<file path="src/hw/phy_regs_pkg.sv">
/*
 * constants, field layout, reset values and mode decode for the transceiver's
 * special-mode, special-control and interrupt-source registers.
 * assumes one 250 MHz core clock and a management link clocked well below it.
 */
// Operation
// operating mode field bits 7:5, read/write
// address field 4:0, default 00001b, answer it
// mode 000: 10M half, no autoneg
// mode 001: 10M full, no autoneg
// mode 010: 100M half, carrier on tx+rx
// mode 011: 100M full, carrier rx only
// mode 100: autoneg, advertise 100M half only
// mode 101: repeater, autoneg, carrier rx only
// station never programs mode 110
// mode 111: autoneg, advertise everything
// override clear: strap pin controls crossover
// auto bit counts only under override
// manual state bit swaps pair directions
// station writes state 0 when auto
// station never sets all three bits
// pll bit holds receive pll on reference
// polarity bit reports reversed receive polarity
// bits 3:0 read 1011b, writes ignored
// flags 7..4: energy, autoneg, fault, linkdown
// flags 3..1: ack, parallel fault, page; bit0 zero
// mask bits enable sources, all masked at reset
// flags latch until read, event re-sets them
// mode, address, pll lock survive soft reset
package phy_regs_pkg;

    // -------------------------------------------------------------------
    // register indices on the management link
    // -------------------------------------------------------------------
    localparam logic [4:0] IDX_SPECIAL_MODES = 5'h12;
    localparam logic [4:0] IDX_SPECIAL_CTRL  = 5'h1B;
    localparam logic [4:0] IDX_INT_SOURCE    = 5'h1D;
    localparam logic [4:0] IDX_INT_MASK      = 5'h1E;

    // -------------------------------------------------------------------
    // field positions
    // -------------------------------------------------------------------
    localparam int unsigned MODE_LSB     = 5;
    localparam int unsigned ADDR_LSB     = 0;
    localparam int unsigned XO_OVR_BIT   = 15;
    localparam int unsigned XO_AUTO_BIT  = 14;
    localparam int unsigned XO_STATE_BIT = 13;
    localparam int unsigned PLL_BIT      = 10;
    localparam int unsigned POL_BIT      = 4;

    // -------------------------------------------------------------------
    // reset values
    // -------------------------------------------------------------------
    localparam logic [2:0]  MODE_RESET   = 3'h7;
    localparam logic [4:0]  ADDR_RESET   = 5'h01;
    localparam logic [3:0]  CTRL_ID_BITS = 4'hB;
    localparam logic [7:0]  FLAGS_RESET  = 8'h00;
    localparam logic [7:0]  MASK_RESET   = 8'h00;

    // -------------------------------------------------------------------
    // management frame layout
    // -------------------------------------------------------------------
    localparam logic [5:0] PREAMBLE_LEN = 6'h20; // 32 ones before a start
    localparam logic [5:0] HDR_LAST     = 6'h0D; // start+op+phy+reg = 14 bits
    localparam logic [5:0] DATA_LAST    = 6'h0F; // 16 data bits
    localparam logic [1:0] START_CODE   = 2'h1;
    localparam logic [1:0] OP_READ      = 2'h2;
    localparam logic [1:0] OP_WRITE     = 2'h1;

    // -------------------------------------------------------------------
    // operating mode codes
    // -------------------------------------------------------------------
    localparam logic [2:0] MODE_10_HD   = 3'h0;
    localparam logic [2:0] MODE_10_FD   = 3'h1;
    localparam logic [2:0] MODE_100_HD  = 3'h2;
    localparam logic [2:0] MODE_100_FD  = 3'h3;
    localparam logic [2:0] MODE_AN_100H = 3'h4;
    localparam logic [2:0] MODE_REPEAT  = 3'h5;
    localparam logic [2:0] MODE_ALL     = 3'h7;

    // decoded view of one mode
    typedef struct packed {
        logic       speed_100;
        logic       full_duplex;
        logic       autoneg_en;
        logic       repeater;
        logic       crs_on_tx;
        logic [3:0] ctrl_defaults; // basic control bits 13,12,10,8
        logic [3:0] adv_defaults;  // advertisement bits 8,7,6,5
    } mode_cfg_t;

    // mode code to behaviour; reserved code falls back to 10M half
    function automatic mode_cfg_t decode_mode(input logic [2:0] mode);
        mode_cfg_t c;
        c = '0;
        case (mode)
            MODE_10_FD: begin
                c.full_duplex   = 1'b1;
                c.ctrl_defaults = 4'h1;
            end
            MODE_100_HD: begin
                c.speed_100     = 1'b1;
                c.crs_on_tx     = 1'b1;
                c.ctrl_defaults = 4'h8;
            end
            MODE_100_FD: begin
                c.speed_100     = 1'b1;
                c.full_duplex   = 1'b1;
                c.ctrl_defaults = 4'h9;
            end
            MODE_AN_100H, MODE_REPEAT: begin
                c.speed_100     = 1'b1;
                c.autoneg_en    = 1'b1;
                c.repeater      = (mode == MODE_REPEAT);
                c.crs_on_tx     = (mode == MODE_AN_100H);
                c.ctrl_defaults = 4'hC;
                c.adv_defaults  = 4'h4;
            end
            MODE_ALL: begin
                c.speed_100     = 1'b1;
                c.full_duplex   = 1'b1;
                c.autoneg_en    = 1'b1;
                c.crs_on_tx     = 1'b1;
                c.ctrl_defaults = 4'hD; // don't-care bits resolved to 1
                c.adv_defaults  = 4'hF;
            end
            default: begin
                c.crs_on_tx     = 1'b1; // 10M half duplex
            end
        endcase
        return c;
    endfunction : decode_mode

endpackage : phy_regs_pkg

</file>
<file path="src/hw/phy_special_regs.sv">
/*
 * management-link slave for the special-mode, special-control, interrupt
 * source and interrupt mask registers, with the decode they steer.
 * assumes the management clock and data pins are asynchronous and much
 * slower than the core clock; event inputs come from core-clock logic.
 */
module phy_special_regs
    import phy_regs_pkg::*;
(
    input  wire logic                   clock,
    input  wire logic                   arst_n,
    input  wire logic                   mdc,
    input  wire logic                   mdio_i,
    output logic                        mdio_o,
    output logic                        mdio_oe,
    input  wire logic                   crossover_auto_strap_pin,
    input  wire logic                   soft_reset,
    input  wire logic [7:0]             int_events,
    input  wire logic                   rx_polarity_reversed,
    input  wire logic                   tx_active,
    input  wire logic                   rx_active,
    output phy_regs_pkg::mode_cfg_t     mode_cfg_q,
    output logic                        carrier_sense_q,
    output logic                        crossover_auto_en_q,
    output logic                        pairs_swapped_q,
    output logic                        rx_pll_reference_lock_q,
    output logic [7:0]                  irq_sources_q
);
    import phy_regs_pkg::*;

    // -------------------------------------------------------------------
    // input synchronisers
    // -------------------------------------------------------------------
    logic mdc_s1, mdc_s2, mdc_s3;  // s3 only delays s2 for edge finding
    logic mdio_s1, mdio_s;
    logic strap_s1, strap_s;

    // two flops per pin, three on mdc; nothing reads a first stage except its second
    always_ff @(posedge clock or negedge arst_n) begin
        if (!arst_n) begin
            {mdc_s1, mdc_s2, mdc_s3} <= 3'h0;
            {mdio_s1, mdio_s}        <= 2'h3;
            {strap_s1, strap_s}      <= 2'h0;
        end else begin
            {mdc_s1, mdc_s2, mdc_s3} <= {mdc, mdc_s1, mdc_s2};
            {mdio_s1, mdio_s}        <= {mdio_i, mdio_s1};
            {strap_s1, strap_s}      <= {crossover_auto_strap_pin, strap_s1};
        end
    end

    wire logic mdc_rise = mdc_s2 & ~mdc_s3; // one core cycle per link bit

    // -------------------------------------------------------------------
    // state
    // -------------------------------------------------------------------
    typedef enum logic [1:0] {ST_PRE, ST_HDR, ST_TA, ST_DATA} frame_st_t;

    frame_st_t   state_q, state_d;
    logic [5:0]  cnt_q, cnt_d;          // preamble / header / data bit count
    logic [12:0] hdr_q, hdr_d;          // header bits collected so far
    logic [15:0] data_q, data_d;        // data shift register
    logic        wr_q, wr_d;            // frame is a write
    logic [4:0]  reg_q, reg_d;          // register index of this frame
    logic        mdio_o_q, mdio_o_d;
    logic        mdio_oe_q, mdio_oe_d;
    logic [2:0]  mode_q, mode_d;        // operating mode
    logic [4:0]  addr_q, addr_d;        // management address
    logic        xo_ovr_q, xo_ovr_d;    // strap override
    logic        xo_auto_q, xo_auto_d;  // automatic crossover under override
    logic        xo_state_q, xo_state_d; // manual pair orientation
    logic        pll_lock_q, pll_lock_d;
    logic [7:0]  flags_q, flags_d;
    logic [7:0]  mask_q, mask_d;
    mode_cfg_t   cfg_d;
    logic        crs_d, xo_auto_en_d, swapped_d;
    logic [7:0]  irq_d;

    // read view of the control register, low nibble fixed
    logic [15:0] ctrl_rd;
    assign ctrl_rd = {xo_ovr_q, xo_auto_q, xo_state_q, 2'h0, pll_lock_q,
                      5'h00, rx_polarity_reversed, CTRL_ID_BITS};

    // -------------------------------------------------------------------
    // frame engine, register writes and decode
    // -------------------------------------------------------------------
    always_comb begin
        logic [13:0] hw;   // complete header word
        logic [15:0] dw;   // complete write word
        logic [15:0] rv;   // value returned on a read
        logic [7:0]  clr;  // flags being read out, or all on soft reset, this cycle
        hw = {hdr_q, mdio_s};
        dw = {data_q[14:0], mdio_s};
        clr = 8'h00;
        case (reg_q)
            IDX_SPECIAL_MODES: rv = {8'h00, mode_q, addr_q};
            IDX_SPECIAL_CTRL:  rv = ctrl_rd;
            IDX_INT_SOURCE:    rv = {8'h00, flags_q};
            default:           rv = {8'h00, mask_q};
        endcase
        state_d    = state_q;
        cnt_d      = cnt_q;
        hdr_d      = hdr_q;
        data_d     = data_q;
        wr_d       = wr_q;
        reg_d      = reg_q;
        mdio_o_d   = mdio_o_q;
        mdio_oe_d  = mdio_oe_q;
        mode_d     = mode_q;
        addr_d     = addr_q;
        xo_ovr_d   = xo_ovr_q;
        xo_auto_d  = xo_auto_q;
        xo_state_d = xo_state_q;
        pll_lock_d = pll_lock_q;
        mask_d     = mask_q;
        if (mdc_rise) begin
            case (state_q)
                // count ones; a zero after a full preamble opens a frame
                ST_PRE: begin
                    if (mdio_s) begin
                        cnt_d = (cnt_q == PREAMBLE_LEN) ? cnt_q : cnt_q + 6'h01;
                    end else if (cnt_q == PREAMBLE_LEN) begin
                        state_d = ST_HDR;
                        hdr_d   = 13'h0000;
                        cnt_d   = 6'h01;
                    end else begin
                        cnt_d = 6'h00;
                    end
                end
                // collect start, op, address and index, then decide
                ST_HDR: begin
                    hdr_d = hw[12:0];
                    cnt_d = cnt_q + 6'h01;
                    if (cnt_q == HDR_LAST) begin
                        cnt_d   = 6'h00;
                        state_d = ST_PRE;
                        wr_d    = (hw[11:10] == OP_WRITE);
                        reg_d   = hw[4:0];
                        if (hw[13:12] == START_CODE && hw[9:5] == addr_q
                            && (hw[11:10] == OP_READ || hw[11:10] == OP_WRITE)
                            && (hw[4:0] == IDX_SPECIAL_MODES
                                || hw[4:0] == IDX_SPECIAL_CTRL
                                || hw[4:0] == IDX_INT_SOURCE
                                || hw[4:0] == IDX_INT_MASK)) begin
                            state_d = ST_TA;
                        end
                    end
                end
                // turnaround: on a read take the line and drive zero
                ST_TA: begin
                    cnt_d = cnt_q + 6'h01;
                    if (cnt_q == 6'h00) begin
                        mdio_oe_d = ~wr_q;
                        mdio_o_d  = 1'b0;
                    end else begin
                        state_d = ST_DATA;
                        cnt_d   = 6'h00;
                        if (!wr_q) begin
                            mdio_o_d = rv[15];
                            data_d   = {rv[14:0], 1'b0};
                            // reading the flag register releases its flags
                            if (reg_q == IDX_INT_SOURCE) begin
                                clr = flags_q;
                            end
                        end
                    end
                end
                // sixteen data bits in or out
                ST_DATA: begin
                    cnt_d = cnt_q + 6'h01;
                    if (wr_q) begin
                        data_d = dw;
                    end else begin
                        mdio_o_d = data_q[15];
                        data_d   = {data_q[14:0], 1'b0};
                    end
                    if (cnt_q == DATA_LAST) begin
                        state_d   = ST_PRE;
                        cnt_d     = 6'h00;
                        mdio_oe_d = 1'b0;
                        mdio_o_d  = 1'b0;
                        if (wr_q) begin
                            case (reg_q)
                                IDX_SPECIAL_MODES: begin
                                    mode_d = dw[MODE_LSB +: 3];
                                    addr_d = dw[ADDR_LSB +: 5];
                                end
                                IDX_SPECIAL_CTRL: begin
                                    // low nibble and polarity are not stored
                                    xo_ovr_d   = dw[XO_OVR_BIT];
                                    xo_auto_d  = dw[XO_AUTO_BIT];
                                    xo_state_d = dw[XO_STATE_BIT];
                                    pll_lock_d = dw[PLL_BIT];
                                end
                                IDX_INT_MASK: begin
                                    mask_d = dw[7:0];
                                end
                                default: begin
                                    // flag register ignores writes
                                end
                            endcase
                        end
                    end
                end
                default: begin
                    state_d = ST_PRE;
                    cnt_d   = 6'h00;
                end
            endcase
        end
        // soft reset clears all but the fields meant to survive it
        if (soft_reset) begin
            xo_ovr_d   = 1'b0;
            xo_auto_d  = 1'b0;
            xo_state_d = 1'b0;
            mask_d     = MASK_RESET;
            clr        = 8'hFF;
        end
        // an event in the clearing cycle wins; bit 0 never sets
        flags_d = (flags_q & ~clr) | {int_events[7:1], 1'b0};
        cfg_d   = decode_mode(mode_q);
        // carrier follows transmit only in modes that ask for it
        crs_d = rx_active | (cfg_d.crs_on_tx & tx_active);
        // strap decides unless the override is set
        xo_auto_en_d = xo_ovr_q ? xo_auto_q : strap_s;
        swapped_d    = xo_ovr_q & ~xo_auto_q & xo_state_q;
        irq_d        = flags_q & mask_q;
    end

    // register everything computed above
    always_ff @(posedge clock or negedge arst_n) begin
        if (!arst_n) begin
            state_q                 <= ST_PRE;
            cnt_q                   <= 6'h00;
            hdr_q                   <= 13'h0000;
            data_q                  <= 16'h0000;
            wr_q                    <= 1'b0;
            reg_q                   <= 5'h00;
            mdio_o_q                <= 1'b0;
            mdio_oe_q               <= 1'b0;
            mode_q                  <= MODE_RESET;
            addr_q                  <= ADDR_RESET;
            xo_ovr_q                <= 1'b0;
            xo_auto_q               <= 1'b0;
            xo_state_q              <= 1'b0;
            pll_lock_q              <= 1'b0;
            flags_q                 <= FLAGS_RESET;
            mask_q                  <= MASK_RESET;
            mode_cfg_q              <= '0;
            carrier_sense_q         <= 1'b0;
            crossover_auto_en_q     <= 1'b0;
            pairs_swapped_q         <= 1'b0;
            irq_sources_q           <= 8'h00;
        end else begin
            state_q                 <= state_d;
            cnt_q                   <= cnt_d;
            hdr_q                   <= hdr_d;
            data_q                  <= data_d;
            wr_q                    <= wr_d;
            reg_q                   <= reg_d;
            mdio_o_q                <= mdio_o_d;
            mdio_oe_q               <= mdio_oe_d;
            mode_q                  <= mode_d;
            addr_q                  <= addr_d;
            xo_ovr_q                <= xo_ovr_d;
            xo_auto_q               <= xo_auto_d;
            xo_state_q              <= xo_state_d;
            pll_lock_q              <= pll_lock_d;
            flags_q                 <= flags_d;
            mask_q                  <= mask_d;
            mode_cfg_q              <= cfg_d;
            carrier_sense_q         <= crs_d;
            crossover_auto_en_q     <= xo_auto_en_d;
            pairs_swapped_q         <= swapped_d;
            irq_sources_q           <= irq_d;
        end
    end

    assign mdio_o                  = mdio_o_q;
    assign mdio_oe                 = mdio_oe_q;
    assign rx_pll_reference_lock_q = pll_lock_q;
endmodule : phy_special_regs

</file>
<file path="config.mk">
export PLATFORM = sky130hd
export DESIGN_NAME = phy_special_regs
export DESIGN_NICKNAME = d
export VERILOG_FILES = /design/src/hw/phy_regs_pkg.sv /design/src/hw/phy_special_regs.sv
export SDC_FILE = /design/constraint.sdc
export NUM_CORES = 1
export LEC_CHECK = 0
export CAP_MARGIN = 15
export CORE_ASPECT_RATIO = 0.75
export CORE_MARGIN = 2
export CORE_UTILIZATION = 68
export CTS_CLUSTER_SIZE = 40
export DETAILED_ROUTE_END_ITERATION = 12
export DONT_BUFFER_PORTS = 1
export GPL_TIMING_DRIVEN = 0
export HOLD_SLACK_MARGIN = 0.1
export PLACE_DENSITY = 0.95
export SKIP_LAST_GASP = 1
export SLEW_MARGIN = 5
export SYNTH_ARGS = -nofsm -noshare
export SYNTH_HDL_FRONTEND = slang
export SYNTH_SLANG_ARGS = --single-unit
</file>
<file path="constraint.sdc">
create_clock -name clock -period 3.1 [get_ports clock]
set_input_delay 0.62 -clock clock [delete_from_list [all_inputs] [get_ports clock]]
set_output_delay 0.62 -clock clock [all_outputs]
set_load 0.02 [all_outputs]
</file>
Word level (Yosys, flattened, before mapping)
Index checks and enable logic that the tools add are counted.
{ "op_classes": {"add_sub_neg": 1, "n_eq_ne": 34, "muxes": 68, "n_bitwise": 12, "reduce_logical": 33} }
{ "op_table": {"columns": ["op", "count"], "rows": [
  ["two-way mux 8 bit", 12],
  ["case mux 16 bit (3 select lines)", 1],
  ["== test 5 bit, second input constant", 8],
  ["two-way mux 16 bit", 2],
  ["case mux 16 bit (2 select lines)", 1],
  ["two-way mux 1 bit", 31],
  ["two-way mux 6 bit", 5],
  ["two-way mux 13 bit", 2],
  ["case mux 13 bit (2 select lines)", 1],
  ["case mux 6 bit (4 select lines)", 1],
  ["case mux 4 bit (5 select lines)", 1],
  ["AND reduction 5 bit", 4],
  ["bitwise AND 8 bit", 2],
  ["AND reduction 4 bit", 4],
  ["nonzero test 2 bit", 8],
  ["inequality test 2 bit, second input constant", 7],
  ["== test 6 x 4 -> 1 bit, second input constant", 2],
  ["two-way mux 2 bit", 6],
  ["== test 3 bit, second input constant", 3],
  ["inequality test 3 bit, second input constant", 3],
  ["inverter 8 bit", 1],
  ["OR 8 bit", 1],
  ["case mux 2 bit (4 select lines)", 1],
  ["case mux 4 bit (2 select lines)", 1],
  ["21 further kinds", 40]
]} }
{ "word_totals": {"ff_bits": 104, "inputBits": 17, "out_inout_bits": 27, "word_cells": 182} }

Depth between registers and ports, before layout
Gate-level depths: netlist (run 1).
{ "depth": {"word_depth": 10, "depth_mapped": 8, "ltp_nobuf": 6} }

Worst setup path before layout (run 1)
Ideal clock, no wire load.
{ "synth_path": {"path_kind": "register to register", "from": "register cnt_q[0]", "to": "register mdio_o_q (netlist: mdio_o)", "setup_time_ns": 0.125, "t_arrival_ns": 1.992, "t_required_ns": 2.975, "path_slack_ns": 0.984, "stages_incl_launch_ff": 8, "path_buffers": 1, "synth_period_minus_slack_ns": 2.116, "path_cell_list": "dfrtp_1 > inv_1 > ha_1 > or4b_1 > buf_2 > nand2b_4 > a311oi_1 > mux2_2"} }
{ "synth_between": {"elab_chain_cells": 3, "word_cells_on_any_way": 8, "cone_classes": "eq/ne: 3; mux: 3; reduce/logical: 2"} }
{ "synth_lines": {"columns": ["item", "line_no", "text"], "rows": [
  ["start: declaration", "phy_special_regs.sv:59", "logic [5:0] cnt_q, cnt_d;"],
  ["start signal: assignment", "phy_special_regs.sv:255", "cnt_q <= cnt_d;"],
  ["== test 6 x 4 -> 1 bit or zero test 6 bit (tied branches)", "phy_special_regs.sv:176, phy_special_regs.sv:151", null],
  ["inequality test 3 bit (no line) (tied with other cells)", null, null],
  ["AND reduction 4 bit (no line) or case mux 1 bit (2 select lines) (tied branches)", null, null],
  ["end signal: assignment", "phy_special_regs.sv:260", "mdio_o_q <= mdio_o_d;"],
  ["end: declaration", "phy_special_regs.sv:64", "logic mdio_o_q, mdio_o_d;"]
]} }
Parallel ways exist; a longest one is shown, timed or not.
A chain may end at the register's enable or synchronous reset.

Worst setup path after layout (run 1)
Ends and elaborated chain as after synthesis.

==> impl_summary.log, run 1 <==
INFO  metric post_route_cells_drive_above_1_share = 0.122
INFO  metric fp-row-count = 25
INFO  metric place_congestion = 0.906
INFO  metric grt_max_degree = 100
INFO  metric cts_root_buf = clkbuf_8
INFO  metric synth.ff_latch_count = 99
INFO  metric r2r_setup_slack = 0.61 ns
INFO  metric worst_pin_slew = about 0.91 ns
INFO  metric clkLatencyLatePin = 0.38 ns
INFO  metric fp.dieArea = 7300 um^2
INFO  metric worst_setup_skew_after_layout = 0.0115 ns
INFO  metric irDropWorstVdd = 0.000355 V
INFO  metric timing.rr.start = cnt_q[0]
INFO  metric drtPass1Iterations = 5
INFO  metric drt.antenna.violating_nets = 0
INFO  metric diodes = 0
INFO  metric ctsLongestPathBuffers = 2
INFO  metric run_status = completed
INFO  metric grt_remaining_overflow = 0
INFO  metric synth_sequential_area_ratio = 0.552
INFO  metric critPathKind = reg -> reg
INFO  metric finalSetupTns = 0 ns
INFO  metric antenna_found_initial = 0
INFO  metric cts.clk_slew.worst_paths = 0.09 ns
INFO  metric post_synth.cell_area_avg = 11.3 um^2
INFO  metric average_wire_length_per_cell_after_detail_routing = 20.5 um
INFO  metric final-setup-viol-count = 0
INFO  metric die_y = approximately 74 um
INFO  metric fp.dieW = slightly below 100 um
INFO  metric track_usage = 0.301
INFO  metric postCtsSetupRepairBufs = 0
INFO  metric yosys_warnings = 0
INFO  metric yosys_top_cell_by_area = dfrtp_1
INFO  metric min_path_type = in -> async
INFO  metric grt_pass1_wl = ~17,000 um
INFO  metric synth_top_flop_cell = dfrtp_1
INFO  metric io-pin-count = 44
INFO  metric data_arrival_critical_path = between 2 and 3 ns
INFO  metric route.detailed.drc = 0
INFO  metric start_util = 0.710
INFO  metric netlist_top_cells_area = dfrtp_1, a22o_1, dfstp_2
INFO  metric period_share = 0.802
INFO  metric finish.net_count = 433
INFO  metric floorplan.core_area = 6350 um^2
INFO  metric power.leakage = 2.31 nW
INFO  metric report.final.hold_viol_count = 0
INFO  metric dpl_hpwl = roughly 6900 um
INFO  metric worstPathRequired = between 3 and 4 ns
INFO  metric r2r_end = mdio_o
INFO  metric worst_slew_margin_rel = 0.386
INFO  metric ff2ff_path_depth = 7
INFO  metric synthCells = 400
INFO  metric ctsResizeCount = 0
INFO  metric viasPerCell = approximately 6.8
INFO  metric route.vias.total = about 3,400
INFO  metric achievable-frequency = 402 MHz
INFO  metric timing_max_transition_violations_final = 0
INFO  metric h-tree-depth = 3
INFO  metric kind_of_launch_point_of_the_worst_setup_path = register
INFO  metric finalWorstPathRequiredPeriod = 2.49 ns
INFO  metric wl = 10,200 um
INFO  metric synth_top_cells_by_count = dfrtp_1, nor2_1, nand2_1
INFO  metric synth_nets = 421
INFO  metric most_common_cell_in_the_synthesized_netlist = dfrtp_1
INFO  metric pwr_density_cell = about 480 nW/um^2
INFO  metric cts_hold_buffers = 1
INFO  metric synth-edff-count = 0
INFO  metric netlist_area = about 4500 um^2
INFO  metric critical_path.endpoint_type = register
INFO  metric worst-path-max-fanout = 9
INFO  metric yosys.cell_types.count = just under 60
INFO  metric port_buffers = 0
INFO  metric holdWs = 0.154 ns
INFO  metric synthToLayoutAreaGrowth = 7.03%
INFO  metric cts.sink_count = 99
INFO  metric first_global_vias = 3,250
INFO  metric tritoncts.num_buffers = 9
INFO  metric post-synth-top-area-fraction = 0.517
INFO  metric synthArstFlopShare = 1.00
INFO  metric detailedRoute.firstIterationViolations = 434
INFO  metric maxCapViolCount = 0
INFO  metric setup_repair_after_global_routing_missed_its_margin = false
INFO  metric tritoncts = yes
==> through the flow <==
step	setup WS [ns]	utilization	power [W]	cell area [um^2]	cells
after floorplan	0.984	-	0.00147	4510	400
after global placement	0.775	0.726	0.00150	4610	481
after detailed placement	0.723	0.726	0.00151	4610	481
after CTS	0.633	0.759	0.00230	4820	498
after global routing	0.503	0.759	0.00238	4820	498
final	0.614	0.759	0.00230	4820	498
==> flip-flops by register name, summed over array words and instances, names as in the netlist, 6 cells and up, named ones only <==
register / count
mode_cfg_q: 8
flags_q: 8
mask_q: 8
irq_sources_q: 8
cnt_q: 6
data_q: 16
hdr_q: 13
==> power breakdown <==
part | total (W) | internal [W] | switching (W) | leakage, nW
clock | 0.000789 | 0.000327 | 0.000463 | 0.0960
combinational | 0.000169 | 0.0000543 | 0.000115 | 0.899
sequential | 0.00135 | 0.00132 | 0.0000285 | 1.31
total | 0.00230 | 0.00170 | 0.000606 | 2.31
==> worst max-delay path, cell delays in order (launching register included) <==
cell	delay, ns
dfrtp_1	0.45
inv_1	0.10
ha_1	0.14
or4b_1	0.43
buf_2	0.21
nand2b_4	0.20
a311oi_1	0.46
mux2_2	0.38
==> logic make-up after synthesis <==
group,Yosys count,share of synthesized area
AO/OA/AOI/OAI,115,0.191
XOR/XNOR,8,0.0156
adder cells (fa/ha/maj),4,0.0111
buffers and inverters,35,0.0378
flip-flops,99,0.552
multiplexers,19,0.0469
other,1,0.000832
AND/OR/NAND/NOR,119,0.145
==> per-layer routing <==
layer  up-vias  part of all wire  track usage
met3        35             0.093       0.0893
met2       192              0.47        0.471
li1       1482                 -            -
met1      1659              0.41        0.414
met4         0             0.028        0.100
met5         -                 0            0
==> area by class of cell <==
| class | instances | area (um^2) |
|---|---|---|
| Buffer | 27 | 140 |
| Timing Repair Buffer | 1 | 27.5 |
| Multi-Input combinational cell | 266 | 1850 |
| Sequential cell | 99 | 2480 |
| Tap cell | 81 | 101 |
| Clock inverter | 5 | 46.3 |
| Clock buffer | 11 | 141 |
| Inverter | 8 | 30.0 |
| Fill cell | 414 | 1530 |
==> worst max-delay path by stage <==
stage / start / endpoint / slack, ns / cells after the start
floorplan: cnt_q[0] / mdio_o / 0.98 / 7
global placement: cnt_q[0] / mdio_o / 0.77 / 7
detailed placement: cnt_q[0] / mdio_o / 0.72 / 7
CTS: cnt_q[0] / mdio_o / 0.63 / 7
global route: cnt_q[0] / mdio_o / 0.50 / 7
finish: cnt_q[0] / mdio_o / 0.61 / 7
==> cell usage in the layout (no fill, tap or decap), types with 2 or more instances in the layout <==
cell type | synthesis | final
dfrtp_1 | 93 | 93
nor2_1 | 27 | 27
nand2_1 | 25 | 25
a22o_1 | 24 | 24
a21oi_1 | 19 | 19
o21ai_0 | 17 | 17
nand3_1 | 15 | 15
clkbuf_1 | 13 | 14
a21o_1 | 14 | 14
and2_1 | 13 | 13
and3_1 | 10 | 10
clkbuf_8 | 0 | 10
mux2_1 | 9 | 9
inv_1 | 8 | 8
mux2_2 | 8 | 8
o21ai_1 | 8 | 8
buf_2 | 7 | 7
xnor2_1 | 7 | 7
buf_4 | 6 | 6
a32o_1 | 6 | 6
dfstp_2 | 6 | 6
and4_1 | 5 | 5
a221o_1 | 5 | 5
o211ai_1 | 4 | 4
ha_1 | 4 | 4
nand4_1 | 3 | 3
a2111o_1 | 3 | 3
or3_1 | 3 | 3
clkinv_4 | 0 | 3
nand3b_1 | 2 | 2
and3b_1 | 2 | 2
nand2b_1 | 2 | 2
a22oi_1 | 2 | 2
mux2i_1 | 2 | 2
o22ai_1 | 2 | 2
o31ai_1 | 2 | 2
(Power assumes the default switching activity.)
==> run 2: changes to the inputs <==
CORE_UTILIZATION = 57   (was 68)
PLACE_DENSITY = 0.86   (was 0.95)
clock period = 2.19 ns   (was 3.1 ns; I/O delays follow)
==> impl_summary.log, run 2 (synthesized netlist as in run 1, its figures left out) <==
INFO  metric run_status = complete, but fails checks
INFO  metric failed_checks = negative hold slack, negative setup slack
INFO  metric tritoncts.num_buffers = 9 (unchanged)
INFO  metric wl_met1 = 4550 um (+9.1%)
INFO  metric placed_cells = 505 (+5.0%)
INFO  metric drt.antenna.violating_nets = 0 (unchanged)
INFO  metric worstPathRequired = 2.45 ns (-0.92 ns)
INFO  metric power.combinational.fraction = 0.082 (+0.009)
INFO  metric viasPerCell = 6.33 (-6.4%)
INFO  metric place_congestion = 0.858 (-5.3%)
INFO  metric synthToLayoutAreaGrowth = 12.9%
INFO  metric irDropWorstVdd = 0.000558 V (+57%)
INFO  metric registers.top_by_ff_count = data_q
INFO  metric wl = 10,500 um (+3.1%)
INFO  metric r2r_setup_slack = -0.04 ns (-0.65 ns)
INFO  metric wl_met3 = 924 um (-2.9%)
INFO  metric cts.clk_slew.worst_paths = 0.09 ns (about the same)
INFO  metric post_route_cells_drive_above_1_share = 0.183 (+0.0610)
INFO  metric report.final.hold_viol_count = 99 (+99)
INFO  metric antenna_found_initial = 1 (+1)
INFO  metric dpl_hpwl = 6820 um (-1.8%)
INFO  metric maxCapViolCount = 0 (unchanged)
INFO  metric internal_power_component = 0.00261 W (+54%)
INFO  metric clkLatencyLatePin = 0.38 ns (about the same)
INFO  metric drtPass1Iterations = 5 (unchanged)
INFO  metric floorplan.core_area = 7780 um^2 (+22%)
INFO  metric setup_repair_after_global_routing_missed_its_margin = true
INFO  metric timing_max_transition_violations_final = 0 (unchanged)
INFO  metric route.vias.total = 3,399 (+0.92%)
INFO  metric io-pin-count = 44 (unchanged)
INFO  metric cts_root_buf = clkbuf_8
INFO  metric grt_pass1_wl = 16,100 um (-3.2%)
INFO  metric share_clk_of_total_power = 0.359 (+0.017)
INFO  metric fin_area = 5090 um^2 (+5.5%)
INFO  metric power_switching_share = 0.235 (-0.0282)
INFO  metric start_util = 0.579 (-0.130)
INFO  metric grt_max_degree = 100 (unchanged)
INFO  metric finalWorstPathRequiredPeriod = 2.23 ns (-0.257 ns)
INFO  metric switching_power_total = 0.000802 W (+32%)
INFO  metric data_arrival_critical_path = 2.49 ns (-0.26 ns)
INFO  metric layout_setup_ws = -0.0391 ns (-0.653 ns)
INFO  metric h-tree-depth = 3 (unchanged)
INFO  metric fp.dieArea = 8640 um^2 (+18%)
INFO  metric port_buffers = 0 (unchanged)
INFO  metric route.detailed.drc = 0 (unchanged)
INFO  metric worst_pin_slew = 0.798 ns (-0.116 ns)
INFO  metric die_y = 81.0 um (+8.7%)
INFO  metric worst-path-max-fanout = 7 (-2)
INFO  metric layout_common_cells = dfrtp_1, nand2_1, nor2_1, a22o_1, buf_4
INFO  metric tritoncts = yes
INFO  metric pwr_density_cell = 671 nW/um^2 (+40%)
INFO  metric grt_remaining_overflow = 0 (unchanged)
INFO  metric fp-row-count = 28 (+12%)
INFO  metric worst_setup_skew_after_layout = 0.0137 ns (+0.00219 ns)
INFO  metric ctsLongestPathBuffers = 2 (unchanged)
INFO  metric power.leakage = 2.41 nW (+4.3%)
INFO  metric first_global_vias = 3,101 (-4.6%)
INFO  metric final-setup-viol-count = 2 (+2)
INFO  metric detailedRoute.firstIterationViolations = 305 (-30%)
INFO  metric critical_path.endpoint_type = register
INFO  metric worst_slew_margin_rel = 0.468 (+0.0821)
INFO  metric min_path_type = in -> async
INFO  metric largest_reg_flops = 16 (unchanged)
INFO  metric met2RoutedLength = 4910 um (+2.6%)
INFO  metric number_of_cells_in_the_finished_layout_apart_from_fillers = 537 (+7.8%)
INFO  metric holdWs = -0.257 ns (-0.412 ns)
INFO  metric dpl-instance-area = 4640 um^2 (+0.65%)
INFO  metric top_layer_used = met4
INFO  metric cts.sink_count = 99 (unchanged)
INFO  metric final.fill_count = 603 (+46%)
INFO  metric critPathKind = reg -> reg
INFO  metric average_wire_length_per_cell_after_detail_routing = 19.6 um (-4.4%)
INFO  metric kind_of_launch_point_of_the_worst_setup_path = register
INFO  metric most_common_library_cell_in_the_layout_ignoring_fill_and_taps = dfrtp_1
INFO  metric track_usage = 0.246 (-0.0546)
INFO  metric achievable-frequency = 449 MHz (+12%)
INFO  metric period_share = 1.02 (+0.216)
INFO  metric largestRegisters = data_q (16), hdr_q (13)
INFO  metric finish.net_count = 447 (+3.2%)
INFO  metric fp.dieW = 107 um (+8.8%)
INFO  metric pwr-share-seq = 0.559 (-0.025)
run 2: cell types whose count changed in the layout (fill, tap and decap cells not counted), moves of 3 or more:
cell / change
clkbuf_4: +3
dlygate4sd3_1: +4
mux2_1: -3
buf_4: +13
clkinv_4: -3
mux2_4: +4
clkbuf_1: -5
buf_2: -4
run 2: power by group through the flow:
stage / logic [W] / registers (W) / clock network, W
final: 0.000281 / 0.00191 / 0.00123
after global routing: 0.000300 / 0.00191 / 0.00130
after CTS: 0.000212 / 0.00190 / 0.00124
after detailed placement: 0.000192 / 0.00194 / 0
after global placement: 0.000185 / 0.00194 / 0
after floorplan: 0.000150 / 0.00193 / 0
run 2: cell type report:
class,count,area [um^2],share of cell area
Multi-Input combinational cell,266,1930,0.379
Inverter,8,30.0,0.00590
Clock buffer,12,165,0.0325
Sequential cell,99,2490,0.489
Tap cell,105,131,0.0258
Clock inverter,4,47.5,0.00934
Buffer,24,151,0.0298
Timing Repair Buffer,18,145,0.0285
Antenna cell,1,2.50,0.000492
run 2: path summary, 6_finish.rpt:
check / start / endpoint / cells past startpoint
worst min register to register: mdc_s1 / mdc_s2 / 0
worst min-delay path: arst_n / cnt_q[1] / 0
max in group asynchronous: arst_n / mode_q[0] / 0
min in group clock: soft_reset / xo_auto_q / 1
worst max register to register: cnt_q[0] / mdio_o / 7
worst max-delay path: cnt_q[0] / mdio_o / 7
run 2: repair_timing:
| action | 4_1_cts | 5_1_grt |
|---|---|---|
| setup buffers | 4 | 8 |
| setup endpoints to repair | 46 | 58 |
| hold endpoints to repair | 102 | 100 |
| pin swaps | 2 | 5 |
| hold buffers | 3 | 1 |
| gates resized for setup | 5 | 24 |
| gates cloned | 0 | 2 |
run 2: layer usage:
metal | vias up | track usage
met5 | - | 0
met4 | 0 | 0.0558
met3 | 15 | 0.0907
met2 | 151 | 0.380
met1 | 1717 | 0.337
li1 | 1516 | -
run 2: worst max-delay path, cell delays in order (launching register included):
cell,delay (ns)
dfrtp_1,0.41
inv_2,0.09
ha_4,0.12
or4b_4,0.46
buf_8,0.15
nand2b_4,0.19
a311oi_4,0.36
mux2_4,0.33
run 2: stage by stage:
step	worst slack (ns)	setup TNS (ns)	power, W	util
after global routing	-0.0928	-0.914	0.00352	0.654
after floorplan	0.0738	0	0.00208	-
final	-0.0391	-0.0396	0.00341	0.654
after global placement	-0.113	-0.851	0.00212	0.596
after CTS	-0.0566	-0.0566	0.00336	0.635
after detailed placement	-0.169	-2.47	0.00213	0.596
==> run 3: changes to the inputs <==
CORE_ASPECT_RATIO = 2   (was 0.75)
==> impl_summary.log, run 3 (synthesized netlist as in run 1, its figures left out) <==
INFO  metric run_status = complete, but fails checks
INFO  metric failed_checks = negative hold slack
INFO  metric critical_path.endpoint_type = register
INFO  metric r2r_end = mdio_o
INFO  metric dpl_hpwl = 6930 um (+1.7%)
INFO  metric average_wire_length_per_cell_after_detail_routing = 19.7 um (+0.52%)
INFO  metric post_route_cells_drive_above_1_share = 0.165 (-0.0178)
INFO  metric report.final.hold_viol_count = 96 (-3.0%)
INFO  metric cts_hold_buffers = 1 (-2)
INFO  metric kind_of_launch_point_of_the_worst_setup_path = register
INFO  metric io-pin-count = 44 (unchanged)
INFO  metric drtPass1Iterations = 5 (unchanged)
INFO  metric antenna_found_initial = 0 (-1)
INFO  metric maxCapViolCount = 0 (unchanged)
INFO  metric diodes = 0 (-1)
INFO  metric min_path_type = in -> async
INFO  metric fp.dieW = 66.9 um (-37%)
INFO  metric synthToLayoutAreaGrowth = 12.7%
INFO  metric grt_pass1_wl = 16,400 um (+2.0%)
INFO  metric r2r_setup_slack = 0.06 ns (+0.09 ns)
INFO  metric wl = 10,200 um (-3.2%)
INFO  metric crit_slowest_cell = or4b_4
INFO  metric first_global_vias = 3,384 (+9.1%)
INFO  metric post-route-util = 0.663 (+0.00896)
INFO  metric detailedRoute.firstIterationViolations = 291 (-4.6%)
INFO  metric tritoncts = yes
INFO  metric cp_top_family = simple AND/OR/NAND/NOR gates
INFO  metric path_cells = inv_2 > ha_1 > or4b_4 > nand2b_4 > a311oi_2 > mux2_4
INFO  metric largestRegisters = data_q (16), hdr_q (13)
INFO  metric cts_root_buf = clkbuf_16
INFO  metric die_y = 130 um (+60%)
INFO  metric worst_slew_margin_rel = 0.552 (+0.0845)
INFO  metric h-tree-depth = 3 (unchanged)
INFO  metric drt.antenna.violating_nets = 0 (unchanged)
INFO  metric most_common_library_cell_in_the_layout_ignoring_fill_and_taps = dfrtp_1
INFO  metric ctsLongestPathBuffers = 2 (unchanged)
INFO  metric cts.sink_count = 99 (unchanged)
INFO  metric data_arrival_critical_path = 2.37 ns (-0.12 ns)
INFO  metric floorplan.core_area = 7660 um^2 (-1.5%)
INFO  metric finish.net_count = 439 (-1.8%)
INFO  metric registers.top_by_ff_count = data_q
INFO  metric largest_reg_flops = 16 (unchanged)
INFO  metric route.vias.total = 3,348 (-1.5%)
INFO  metric worst_pin_slew = 0.671 ns (-0.127 ns)
INFO  metric final.fill_count = 579 (-4.0%)
INFO  metric fp-row-count = 45 (+61%)
INFO  metric timing.rr.start = cnt_q[0]
INFO  metric worst-path-max-fanout = 9 (+2)
INFO  metric irDropWorstVdd = 0.000612 V (+9.6%)
INFO  metric fp.dieArea = 8670 um^2 (+0.41%)
INFO  metric layout_common_cells = dfrtp_1, nor2_1, nand2_1, a22o_1, a21oi_1
INFO  metric critPathBufInv = 1 (-1)
INFO  metric final-setup-viol-count = 0 (-2)
INFO  metric worst_setup_skew_after_layout = 0.00604 ns (-0.00762 ns)
INFO  metric timing_max_transition_violations_final = 0 (unchanged)
INFO  metric route.detailed.drc = 0 (unchanged)
INFO  metric tritoncts.num_buffers = 9 (unchanged)
INFO  metric cts.clk_slew.worst_paths = 0.07 ns (-0.02 ns)
INFO  metric place_congestion = 0.855 (-0.37%)
INFO  metric holdWs = -0.221 ns (+0.0365 ns)
INFO  metric ff2ff_path_depth = 6 (-1)
INFO  metric dpl-instance-area = 4620 um^2 (-0.30%)
INFO  metric achievable-frequency = 469 MHz (+4.4%)
INFO  metric grt_max_degree = 100 (unchanged)
INFO  metric port_buffers = 0 (unchanged)
INFO  metric grt_remaining_overflow = 0 (unchanged)
INFO  metric finalSetupTns = 0 ns (+0.0396 ns)
INFO  metric worstPathRequired = 2.43 ns (-0.02 ns)
INFO  metric finalWorstPathRequiredPeriod = 2.13 ns (-0.0949 ns)
INFO  metric pwr_density_cell = 771 nW/um^2 (+15%)
INFO  metric period_share = 0.974 (-0.0434)
INFO  metric start_util = 0.588 (+0.00909)
INFO  metric track_usage = 0.255 (+0.00917)
INFO  metric power.leakage = 2.41 nW (about the same)
INFO  metric clkLatencyLatePin = 0.35 ns (-0.03 ns)
INFO  metric cp_slowest_stage_delay = 0.54 ns (+0.08 ns)
INFO  metric fin_area = 5080 um^2 (-0.20%)
INFO  metric critPathKind = reg -> reg
INFO  metric viasPerCell = 6.48 (+2.3%)
-- run 3: changes by cell type in the layout (fill, tap and decap cells not counted), sizes merged --
cell	change
diode	-1
clkbuf	-4
buf	-4
clkinv	-2
inv	+4
dlygate4sd3	-3
bufinv	+1
-- run 3: power by group --
group / switching, W / internal (W)
clock network: 0.000726 / 0.00102
registers: 0.0000399 / 0.00187
logic: 0.000148 / 0.000110
-- run 3: metal layers --
metal / GRT usage / up-vias / routed length [um]
li1: - / 1509 / -
met1: 0.288 / 1689 / 3800
met2: 0.441 / 123 / 5460
met3: 0.0509 / 27 / 503
met4: 0.144 / 0 / 396
met5: 0 / - / 0
-- run 3: worst max-delay path by stage --
stage | cells after the start | to | start | slack (ns)
after CTS | 7 | mdio_o | cnt_q[1] | 0.002
after global placement | 7 | mdio_o | cnt_q[0] | -0.09
after detailed placement | 5 | mask_q[3] | cnt_q[0] | -0.20
final | 6 | mdio_o | cnt_q[0] | 0.06
after global routing | 6 | mdio_o | cnt_q[1] | -0.005
after floorplan | 7 | mdio_o | cnt_q[0] | 0.07
-- run 3: what timing repair did --
action                                  CTS  global route
buffers inserted                          3             6
resized for setup                         6            14
hold endpoints to repair                100            99
cloned                                    0             1
pin swaps                                 2             2
endpoints found under the setup margin   42            49
-- run 3: through the flow --
stage	cells	power (W)	hold WS [ns]	worst slack, ns
2_1_floorplan	400	0.00208	0.142	0.0738
3_3_place_gp	494	0.00213	0.145	-0.0870
3_5_place_dp	494	0.00214	0.144	-0.198
4_1_cts	513	0.00390	-0.230	0.00210
5_1_grt	517	0.00403	-0.229	-0.00540
6_report	517	0.00392	-0.221	0.0559
-- run 3: cell type report --
class,count,area [um^2],area share
flip-flops and latches,99,2490,0.490
multi-input cells,266,1890,0.373
clock buffers,9,225,0.0443
plain buffers,23,136,0.0269
well taps,94,118,0.0232
clock inverters,7,108,0.0212
repair buffers,11,82.6,0.0163
inverters,8,30.0,0.00591
